[config.mk]
export PLATFORM = sky130hd
export DESIGN_NAME = ptp_filter_unit_index_trigger_status
export DESIGN_NICKNAME = d
export VERILOG_FILES = /design/src/rtl/ptp_slice_pkg.sv /design/src/rtl/ptp_filter_unit_index_trigger_status.sv
export VERILOG_INCLUDE_DIRS = /design/src /design/src/rtl
export SDC_FILE = /design/constraint.sdc
export NUM_CORES = 1
export LEC_CHECK = 0
export BUFFER_PORTS_ARGS = -buffer_cell sky130_fd_sc_hd__buf_2
export CAP_MARGIN = 30
export CORE_UTILIZATION = 47
export DETAILED_ROUTE_END_ITERATION = 8
export GPL_ROUTABILITY_DRIVEN = 0
export HOLD_SLACK_MARGIN = 0.05
export MAX_ROUTING_LAYER = met4
export PLACE_DENSITY = 0.8
export SYNTH_ARGS = -nofsm -noshare
export SYNTH_HDL_FRONTEND = slang
export SYNTH_SLANG_ARGS = --single-unit
[constraint.sdc]
create_clock -name clk -period 1.7 [get_ports clk]
set_clock_uncertainty 0.15 [all_clocks]
set_input_delay 0.17 -clock clk [delete_from_list [all_inputs] [get_ports clk]]
set_output_delay 0.17 -clock clk [all_outputs]
set_load 0.005 [all_outputs]
[src/rtl/ptp_slice_defines.svh]
// Contract
// - A 4-bit expected message version sits in bits 11:8, resets to 0x2, and matching messages are captured.
// - Received PTP packets whose version differs from the expected version are dropped.
// - An 8-bit expected domain sits in bits 7:0, resets to 0x00, and with domain checking on only matching messages are captured.
// - With domain checking off the message domain is ignored for capture and forwarding.
// - Accesses in the window 0x052c to 0x05b3 go to the pin, stamp unit and trigger unit chosen by the index.
// - Index bit 16 picks the second pin when one and the first when zero, resetting to zero.
// - Index bit 8 picks stamp unit 1 when one and unit 0 when zero, resetting to zero.
// - Index bits 1:0 pick trigger unit 0, 1 or 2, code 11 is reserved, resetting to 00.
// - A trigger unit whose time is earlier than system time with notify on sets its error bit in 18:16 and interrupts.
// - Driving a unit's trigger enable to zero clears its error bit.
// - A trigger unit that fires with notify on sets its done bit in 2:0, interrupts, and a written one clears it.
`ifndef PTP_SLICE_DEFINES_SVH
`define PTP_SLICE_DEFINES_SVH
`define ADDR_DOMAIN_VERSION 12'h518
`define ADDR_UNIT_INDEX     12'h520
`define ADDR_TRIG_STATUS    12'h524
`define ADDR_IRQ_MASK       12'h600
`define ADDR_WIN_LO         12'h52c
`define ADDR_WIN_HI         12'h5b3
`define RST_VERSION         4'h2
`define RST_DOMAIN          8'h00
`define DV_WMASK            32'h0000_0fff
`define IDX_WMASK           32'h000f_0f03
`define TRIG_CODE_RSVD      2'h3
`define DV_VER_HI           11
`define DV_VER_LO           8
`define DV_DOM_HI           7
`define DV_DOM_LO           0
`define IDX_PIN_BIT         16
`define IDX_STAMP_BIT       8
`define IDX_TRIG_HI         1
`define IDX_TRIG_LO         0
`define ST_ERR_HI           18
`define ST_ERR_LO           16
`define ST_DONE_HI          2
`define ST_DONE_LO          0
`endif

[src/rtl/ptp_slice_pkg.sv]
package ptp_slice_pkg;
    typedef struct packed {
        logic [3:0]  version;
        logic [7:0]  domain;
        logic        check_domain;
        logic        valid;
    } ptp_msg_t;
    typedef struct packed {
        logic        pin_sel;
        logic        stamp_sel;
        logic [1:0]  trig_sel;
        logic        trig_valid;
    } unit_sel_t;
endpackage

[src/rtl/ptp_filter_unit_index_trigger_status.sv]
// The address-and-strobe port was decided locally.
`timescale 1ns/1ns
`include "ptp_slice_defines.svh"
module ptp_filter_unit_index_trigger_status #(
    parameter int ADDR_W  = 12,
    parameter int N_TRIG  = 3
) (
    input  wire logic                      clk,
    input  wire logic                      resetn,
    input  wire logic [ADDR_W-1:0]         addr,
    input  wire logic [31:0]               wdata,
    input  wire logic                      wr,
    input  wire logic                      rd,
    output logic [31:0]                    rdata,
    input  wire ptp_slice_pkg::ptp_msg_t   rx_msg,
    output logic                           capture_en,
    output logic                           msg_drop,
    input  wire logic [N_TRIG-1:0]         trig_late,
    input  wire logic [N_TRIG-1:0]         trig_fired,
    input  wire logic [N_TRIG-1:0]         trig_notify_enable,
    input  wire logic [N_TRIG-1:0]         trig_enable_cleared,
    output ptp_slice_pkg::unit_sel_t       unit_sel,
    output logic                           win_wr,
    output logic                           win_rd,
    output logic                           irq
);
    initial
    begin
        if (N_TRIG != 3 || ADDR_W < 12)
            $error("unsupported parameters");
    end

    logic [3:0]        exp_version;
    logic [7:0]        exp_domain;
    logic [31:0]       index;
    logic [2:0]        trig_error;
    logic [2:0]        trig_done;
    logic [5:0]        irq_mask;
    logic [31:0]       next_rdata;

    wire logic [11:0]  a12      = addr[11:0];
    wire logic         sel_dv   = (a12 == `ADDR_DOMAIN_VERSION);
    wire logic         sel_idx  = (a12 == `ADDR_UNIT_INDEX);
    wire logic         sel_st   = (a12 == `ADDR_TRIG_STATUS);
    wire logic         sel_msk  = (a12 == `ADDR_IRQ_MASK);
    wire logic         in_win   = (a12 >= `ADDR_WIN_LO) && (a12 <= `ADDR_WIN_HI);
    wire logic [31:0]  dv_w     = wdata & `DV_WMASK;
    wire logic [31:0]  idx_w    = wdata & `IDX_WMASK;
    wire logic [2:0]   done_clr = (wr && sel_st) ? wdata[`ST_DONE_HI:`ST_DONE_LO] : 3'h0;
    wire logic [2:0]   err_set  = trig_late & trig_notify_enable;
    wire logic [2:0]   done_set = trig_fired & trig_notify_enable;
    wire logic [5:0]   status   = {trig_error, trig_done};

    // message filtering
    wire logic ver_ok = (rx_msg.version == exp_version);
    wire logic dom_ok = !rx_msg.check_domain || (rx_msg.domain == exp_domain);
    assign capture_en = rx_msg.valid && ver_ok && dom_ok;
    assign msg_drop   = rx_msg.valid && !(ver_ok && dom_ok);

    // window routing
    assign unit_sel.pin_sel    = index[`IDX_PIN_BIT];
    assign unit_sel.stamp_sel  = index[`IDX_STAMP_BIT];
    assign unit_sel.trig_sel   = index[`IDX_TRIG_HI:`IDX_TRIG_LO];
    assign unit_sel.trig_valid = (index[`IDX_TRIG_HI:`IDX_TRIG_LO] != `TRIG_CODE_RSVD);
    assign win_wr = wr && in_win;
    assign win_rd = rd && in_win;

    assign irq = |(status & irq_mask);

    always_comb
    begin
        next_rdata = 32'h0;
        if (sel_dv)
            next_rdata = {20'h0, exp_version, exp_domain};
        else if (sel_idx)
            next_rdata = index;
        else if (sel_st)
            next_rdata = {13'h0, trig_error, 13'h0, trig_done};
        else if (sel_msk)
            next_rdata = {13'h0, irq_mask[5:3], 13'h0, irq_mask[2:0]};
    end

    always_ff @(posedge clk or negedge resetn)
    begin
        if (!resetn)
        begin
            exp_version <= `RST_VERSION;
            exp_domain  <= `RST_DOMAIN;
            index       <= 32'h0;
            irq_mask    <= 6'h0;
            rdata       <= 32'h0;
        end
        else
        begin
            rdata <= rd ? next_rdata : 32'h0;
            if (wr && sel_dv)
            begin
                exp_version <= dv_w[`DV_VER_HI:`DV_VER_LO];
                exp_domain  <= dv_w[`DV_DOM_HI:`DV_DOM_LO];
            end
            if (wr && sel_idx)
                index <= idx_w;
            if (wr && sel_msk)
                irq_mask <= {wdata[`ST_ERR_HI:`ST_ERR_LO], wdata[`ST_DONE_HI:`ST_DONE_LO]};
        end
    end

    // set wins over clear
    always_ff @(posedge clk or negedge resetn)
    begin
        if (!resetn)
        begin
            trig_error <= 3'h0;
            trig_done  <= 3'h0;
        end
        else
        begin
            trig_error <= (trig_error & ~trig_enable_cleared) | err_set;
            trig_done  <= (trig_done & ~done_clr) | done_set;
        end
    end

    chk_version_capture: assert property (@(posedge clk) disable iff (!resetn)
        rx_msg.valid && rx_msg.version != exp_version |-> msg_drop && !capture_en)
        else $error("version mismatch not dropped");
    chk_domain_ignored: assert property (@(posedge clk) disable iff (!resetn)
        rx_msg.valid && !rx_msg.check_domain && rx_msg.version == exp_version |-> capture_en)
        else $error("domain not ignored");
    chk_domain_match: assert property (@(posedge clk) disable iff (!resetn)
        capture_en && rx_msg.check_domain |-> rx_msg.domain == exp_domain)
        else $error("domain mismatch captured");
    chk_index_write: assert property (@(posedge clk) disable iff (!resetn)
        wr && sel_idx |=> unit_sel.trig_sel == $past(wdata[1:0]) && index[15:12] == 4'h0)
        else $error("index not stored");
    chk_pin_stamp: assert property (@(posedge clk) disable iff (!resetn)
        wr && sel_idx |=> unit_sel.pin_sel == $past(wdata[16])
            && unit_sel.stamp_sel == $past(wdata[8]))
        else $error("pin or stamp pointer wrong");
    chk_window_route: assert property (@(posedge clk) disable iff (!resetn)
        (wr || rd) && in_win |-> (win_wr || win_rd))
        else $error("window access not routed");
    chk_error_set: assert property (@(posedge clk) disable iff (!resetn)
        err_set[0] |=> trig_error[0] ##0 irq || !irq_mask[3])
        else $error("error bit not set");
    chk_error_clear: assert property (@(posedge clk) disable iff (!resetn)
        trig_enable_cleared[1] && !err_set[1] |=> !trig_error[1])
        else $error("error bit not cleared");
    chk_done_w1c: assert property (@(posedge clk) disable iff (!resetn)
        wr && sel_st && wdata[2] && !done_set[2] |=> !trig_done[2])
        else $error("done bit not cleared");
    chk_read_zero: assert property (@(posedge clk) disable iff (!resetn)
        rd && sel_dv |=> rdata[31:12] == 20'h0)
        else $error("reserved bits not zero");
    chk_version_reset: assert property (@(posedge clk)
        $rose(resetn) |-> exp_version == `RST_VERSION)
        else $error("version reset wrong");

    chk_done_irq: assert property (@(posedge clk) disable iff (!resetn)
        trig_done[0] && irq_mask[0] |-> irq)
        else $error("done interrupt missing");
    chk_rdata_idle: assert property (@(posedge clk) disable iff (!resetn)
        !rd |=> rdata == 32'h0)
        else $error("read data without read");
    chk_status_rsvd: assert property (@(posedge clk) disable iff (!resetn)
        rd && sel_st |=> rdata[31:19] == 13'h0 && rdata[15:3] == 13'h0)
        else $error("status reserved bits not zero");

    cov_done_irq: cover property (@(posedge clk) disable iff (!resetn) done_set != 3'h0 ##1 irq);
    cov_err_clear: cover property (@(posedge clk) disable iff (!resetn)
        trig_error != 3'h0 ##1 trig_error == 3'h0);
    cov_win_read: cover property (@(posedge clk) disable iff (!resetn) win_rd);
    cov_drop:     cover property (@(posedge clk) disable iff (!resetn) msg_drop);
endmodule

==> metrics.md, run 1 <==
| Metric | Value |
|---|---|
| Status | `complete, but fails checks` |
| Violated checks | `setup timing` |
| Distinct cells, synth | `46` |
| Area growth from synthesis to layout | `47.6%` |
| Chip height | `75.5 um` |
| Largest net degree at the start of global routing | `21` |
| Mapped Area | `2540 um2` |
| Max-slew violations | `0` |
| Tot Pwr | `2.19 mW` |
| Final Critical Period | `1750 ps` |
| Number of diodes | `0` |
| Vias per inst | `5.33` |
| Cell family with most CP delay | `flip-flops` |
| Drt drc | `0` |
| Fill count | `357` |
| Sequential share of the synthesized area | `49.4%` |
| Area of the core | `5140 um2` |
| Top cell type's share of synthesized area | `48.3%` |
| Cell accounting for the most synthesized area | `dfrtp_1` |
| WL final | `7010 um` |
| First-pass GRT wire length | `10200 um` |
| Top sig layer | `met4` |
| CTS root buffer | `clkbuf_8` |
| DR WL met3 | `315 um` |
| Layout cell share with drive strength beyond 1 | `49.4%` |
| TritonCTS Buffers | `5` |
| Worst reg-to-reg path cell count | `3` |
| R2R Path End | `trig_error[1]$_DFF_PN0_` |
| Top-count cell post-synth | `dfrtp_1` |
| PwrDens | `584 nW/um2` |
| CP Class | `reg -> out` |
| Endpoint type of the worst setup path | `output pin` |
| Detail Placement HPWL | `4510 um` |
| Worst EP required | `1380 ps` |
| Crit path capture | `capture_en` |
| Clock Pin Slew Worst Setup and Hold Paths | `90 ps` |
| Overall routing resource usage | `25.1%` |
| Drt pass-1 iters | `4` |
| IO buf count | `83` |
| CTS Sinks | `50` |
| Main area contributors after synthesis | `dfrtp_1 48%, mux2_2 8.0%, buf_4 5.9%, mux2_4 5.9%, a22oi_1 3.6%` |
| Period utilization | `103%` |
| Peak supply drop | `759 uV` |
| Setup slack, reg-to-reg | `250 ps` |
| Die footprint | `5700 um2` |
| Final #Nets | `435` |
| IO Pins | `116` |
| Synth warn | `0` |
| Vias in the first global route | `2197` |
| H-tree depth | `2` |
| Initial antenna violation count | `0` |
| Crit path depth | `5` |
| Flops & latches, synth | `50` |
| CP Launch Point | `exp_domain[7]$_DFFE_PN0P_` |
| Metal2 WL | `3650 um` |
| Initial drt markers | `104` |
| Post-synth EDFFs | `0` |
| CP max stage cell | `dfrtp_1` |
| Arrival @ worst endpoint | `1430 ps` |
| RSZ-0062 raised after global routing | `true` |
| Slack of the critical path | `-50.3 ps` |
| Top post-synthesis cells by count | `49 x dfrtp_1, 20 x buf_4, 18 x mux2_2, 12 x a22oi_1, 10 x mux2_4` |
| CTS Buffer Depth | `2` |
| Post-DP Area | `3150 um2` |
| Leak pwr | `1.98 nW` |
| Final Hold Viols | `0` |
| Avg WL per Cell | `16.2 um` |
| Most used DFF post-synth | `dfrtp_1` |
| Critical-path cell list | `xnor2_1 -> nand4_1 -> o21ai_2 -> and3_1 -> buf_2` |
| Worst skew pair latency | `290 ps` |
| MaxCap Viol Count | `0` |
| Cells after Synth | `215` |
| Final Instance Area | `3750 um2` |
| CTS tree | `yes` |
| Hold Crit Class | `in -> reg` |
| Startpoint types | `register` |
| Mean Syn Cell Area | `11.8 um2` |
| Die width | `75.5 um` |
| DRT met1 WL | `2840 um` |
| Routed via count | `2303` |
| # setup viols final | `7` |
| Post-synthesis async set-or-reset flop share | `100%` |
| Initial Utilization | `49.4%` |
| Buf+Inv Stages, Crit Path | `1` |
| Antenna-violating nets left | `0` |
| Row count | `26` |
| Hold_ws | `164 ps` |
| Slowest cell delay on critical path | `420 ps` |
| Beginning of the worst register-to-register path | `trig_error[1]$_DFF_PN0_` |
| Total global routing overflow | `0` |
| CP max FO | `3` |
| FMAX | `571 MHz` |
## layout make-up
type                            instances  area (um2)  area share [%]
Clock buffer                            6        72.6            1.94
Clock inverter                          2        13.8           0.367
Inverter                                6        22.5           0.601
Multi-Input combinational cell        148        1230            32.9
Sequential cell                        50        1250            33.4
Tap cell                               70        87.6            2.34
Timing Repair Buffer                  150        1060            28.4
## power by group
group / internal (mW) / total, mW / switching [mW] / leakage (nW)
sequential: 1.20 / 1.20 / 0.00698 / 0.674
clock: 0.291 / 0.668 / 0.378 / 0.0452
combinational: 0.170 / 0.316 / 0.146 / 1.26
## state kept, by name, summed over array words and instances, names as in the netlist
name         cells
exp_domain       8
exp_version      4
index           10
irq_mask         6
rdata           16
trig_done        3
trig_error       3
## through the flow
stage | util (%) | setup WS (ps) | std cells | setup TNS [ps]
detailed placement | 61.2 | -342 | 381 | -9510
floorplan | - | -345 | 230 | -7300
global route | 72.9 | -165 | 432 | -439
CTS | 70.4 | -54.7 | 426 | -103
global placement | 61.2 | -303 | 381 | -9050
finish | 72.9 | -50.3 | 432 | -122
## cells in the final DEF, fill, tap and decap left out, types with 3 or more instances in the layout
master / Yosys / layout
buf_4: 20 / 32
xnor2_1: 8 / 6
nand3_1: 4 / 4
dlygate4sd3_1: 0 / 30
nor3_1: 6 / 6
buf_6: 1 / 6
a22o_1: 4 / 4
inv_1: 5 / 5
xor2_1: 4 / 3
a21oi_1: 4 / 3
buf_12: 0 / 3
nor4_4: 2 / 3
o21ai_0: 5 / 3
nand4_1: 3 / 3
and3_1: 8 / 8
mux2_2: 18 / 17
buf_2: 2 / 79
nand2_1: 8 / 8
conb_1: 1 / 16
clkbuf_8: 0 / 5
o21a_1: 3 / 3
a22oi_1: 12 / 10
dfrtp_1: 49 / 49
nor2_1: 6 / 6
mux2_4: 10 / 11
## cell families after synthesis
group / count (synthesis) / synth area share (%)
xor gates and xnor gates: 12 / 4.14
other: 1 / 0.148
DFF: 50 / 49.4
AOI/OAI and AO/OA: 35 / 10.0
buffers and inverters: 33 / 8.23
and+or+nand+nor: 56 / 14.2
muxes: 28 / 13.9
## worst min-delay path by stage
| stage | start | endpoint | depth (start not counted) |
|---|---|---|---|
| after floorplan | resetn | exp_domain[0]$_DFFE_PN0P_ | 0 |
| after global placement | resetn | irq_mask[5]$_DFFE_PN0P_ | 1 |
| after detailed placement | resetn | irq_mask[5]$_DFFE_PN0P_ | 1 |
| after CTS | wr | trig_done[0]$_DFF_PN0_ | 3 |
| after global routing | wr | trig_done[1]$_DFF_PN0_ | 3 |
| final | wr | trig_done[0]$_DFF_PN0_ | 3 |
## worst register-to-register path, delay by kind of cell (launching register included)
kind / cells / cell delay [ps]
buffers and inverters: 2 / 670
DFF: 1 / 410
AOI/OAI and AO/OA: 1 / 100
## what timing repair did
action | in CTS | in global routing
cloned | 0 | 1
setup buffers | 7 | 5
resized for setup | 7 | 17
hold buffers | 30 | 0
pin swaps | 12 | 13
endpoints found under the setup margin | 4 | 22
endpoints found under the hold margin | 86 | 0
## layer usage
metal / GRT usage, % / vias to the layer above
met5: - / -
met4: 9.26 / 0
met3: 3.70 / 18
met2: 42.6 / 103
met1: 30.5 / 1146
li1: - / 1036
Power figures use the tool's default switching activity.
==> run 2, diff against run 1 <==
--- a/config.mk
+++ b/config.mk
@@ -14,6 +14,7 @@
 export HOLD_SLACK_MARGIN = 0.05
 export MAX_ROUTING_LAYER = met4
 export PLACE_DENSITY = 0.8
+export RECOVER_POWER = 100
 export SYNTH_ARGS = -nofsm -noshare
 export SYNTH_HDL_FRONTEND = slang
 export SYNTH_SLANG_ARGS = --single-unit
==> run 2 against run 1 <==
  * The flow still finishes with violations (setup timing)
  * Total power fell by 0.51%
  * Fmax is 2.0% lower
  * Clock power rose by 0.9%
  * Die area unchanged
  * Count of clock-buffer cells in the layout did not move
  * First-iteration DRC count rose by 7.7%
  * Critical path depth increased by 2
  * Sequential share of layout area is 0.92 points higher
  * Largest cell class unchanged
==> metrics.md, run 2 (synthesized netlist as in run 1, its figures left out) <==
| Metric | Value |
|---|---|
| Max-slew violations | `0` |
| Vias in the first global route | `2197` |
| Vias per inst | `5.28` |
| Register area | `1250 um2` |
| Worst-Margin Slew | `1080 ps` |
| IO buf count | `83` |
| Most flops, register | `rdata` |
| Leading cell types in the layout, fill and taps excluded | `63 x buf_2, 49 x dfrtp_1, 30 x dlygate4sd3_1, 29 x buf_4, 22 x clkbuf_1` |
| Startpoint types | `primary input` |
| Leak pwr | `1.86 nW` |
| Tot Pwr | `2.18 mW` |
| FMAX | `560 MHz` |
| Avg WL per Cell | `16.3 um` |
| RSZ-0062 raised after global routing | `true` |
| CP max FO | `13` |
| Peak supply drop | `762 uV` |
| Area growth from synthesis to layout | `43.7%` |
| Initial antenna violation count | `0` |
| Violated checks | `setup timing` |
| Antenna-violating nets left | `0` |
| Drt pass-1 iters | `4` |
| Slowest cell delay on critical path | `550 ps` |
| Relative slew slack | `28.0%` |
| Multi-input gate area | `1220 um2` |
| Layout cell share with drive strength beyond 1 | `43.6%` |
| Status | `complete, but fails checks` |
| MaxCap Viol Count | `0` |
| First-pass GRT wire length | `10200 um` |
| Routed via count | `2282` |
| Final Hold Viols | `0` |
| CTS Buffer Depth | `2` |
| TritonCTS Buffers | `5` |
| CP Class | `in -> reg` |
| Final Critical Period | `1790 ps` |
| DP Worst Slack | `-342 ps` |
| Initial Utilization | `49.4%` |
| Commonest non-fill, non-tap cell in the layout | `buf_2` |
| Regs by FF count | `rdata (16), index (10), exp_domain (8)` |
| Worst EP required | `1770 ps` |
| Detail Placement HPWL | `4510 um` |
| Hold Crit Class | `in -> reg` |
| Slack of the critical path | `-86.8 ps` |
| CTS tree | `yes` |
| Die width | `75.5 um` |
| Die footprint | `5700 um2` |
| Initial drt markers | `112` |
| Worst skew pair latency | `290 ps` |
| Period utilization | `105%` |
| Largest register FFs | `16` |
| Final #Nets | `435` |
| Critical-path cell list | `clkbuf_1 -> or4_4 -> nor4_2 -> clkbuf_2 -> buf_4 -> a22oi_1 -> nor2_1` |
| Overall routing resource usage | `25.1%` |
| H-tree depth | `2` |
| Chip height | `75.5 um` |
| Clock Pin Slew Worst Setup and Hold Paths | `90 ps` |
| Arrival @ worst endpoint | `1850 ps` |
| Largest net degree at the start of global routing | `21` |
| Number of diodes | `0` |
| Buf+Inv Stages, Crit Path | `3` |
| Drt drc | `0` |
| CTS root buffer | `clkbuf_8` |
| Area of the core | `5140 um2` |
| CTS Sinks | `50` |
| Fill count | `380` |
| Total global routing overflow | `0` |
| IO Pins | `116` |
| CP max stage cell | `or4_4` |
| Cell family with most CP delay | `simple AND/OR/NAND/NOR gates` |
| Row count | `26` |
| # setup viols final | `14` |
| PwrDens | `597 nW/um2` |
| WL final | `7060 um` |
| Endpoint type of the worst setup path | `register` |
## run 2: changes by cell type in the layout (fill, tap and decap cells not counted)
cell,before,now
clkbuf_1,1,22
buf_2,79,63
buf_4,32,29
buf_6,6,3
clkbuf_2,0,3
buf_12,3,1
nor4_2,2,4
nor4_4,3,1
## run 2: area by class of cell
type	instances	area share (%)
flip-flops and latches	50	34.4
multi-input cells	148	33.4
repair buffers	150	26.9
well taps	70	2.40
clock buffers	6	1.99
inverters	6	0.618
clock inverters	2	0.377
## run 2: power breakdown
part	switching, mW	internal (mW)	total [mW]
logic	0.142	0.157	0.299
clock network	0.383	0.291	0.674
registers	0.00705	1.20	1.20
total	0.532	1.65	2.18
## run 2: per-stage QoR
| step | instance area (um2) | TNS [ps] | util, % | instances | hold slack (ps) |
|---|---|---|---|---|---|
| global route | 3650 | -2380 | 70.9 | 432 | 161 |
| finish | 3650 | -496 | 70.9 | 432 | 157 |
| detailed placement | 3150 | -9510 | 61.2 | 381 | -4.16 |
| CTS | 3620 | -103 | 70.4 | 426 | 134 |
| global placement | 3150 | -9050 | 61.2 | 381 | -5.99 |
| floorplan | 2640 | -7300 | - | 230 | -276 |
## run 2: path summary, 6_finish.rpt
path / cells after the start / slack [ps] / start / end
hold reg to reg: 1 / 370 / index[9]$_DFFE_PN0P_ / index[9]$_DFFE_PN0P_
setup reg to reg: 3 / 250 / trig_error[1]$_DFF_PN0_ / trig_error[1]$_DFF_PN0_
setup / recovery: 7 / -90 / addr[1] / rdata[11]$_DFF_PN0_
min in group asynchronous: 2 / 430 / resetn / irq_mask[5]$_DFFE_PN0P_
max in group asynchronous: 3 / 150 / resetn / index[0]$_DFFE_PN0P_
hold / removal: 3 / 160 / wr / trig_done[0]$_DFF_PN0_
## run 2: repair_timing
item | 4_1_cts | 5_1_grt
gates cloned | 0 | 1
hold buffers | 30 | 0
gates resized for setup | 7 | 17
pin swaps | 12 | 13
setup endpoints to repair | 4 | 22
hold endpoints to repair | 86 | 0
buffers inserted | 7 | 5
## run 2: tightest hold or removal path, stage by stage
cell     delay (ps)
buf_2           170
nand3_1         100
a22o_1          120
## run 2: layer usage
| metal | vias up | share of wire (%) | track usage, % |
|---|---|---|---|
| li1 | 1040 | - | - |
| met1 | 1117 | 41 | 30.5 |
| met2 | 105 | 52 | 42.6 |
| met3 | 20 | 4.6 | 3.70 |
| met4 | 0 | 3.1 | 9.26 |
| met5 | - | 0 | - |
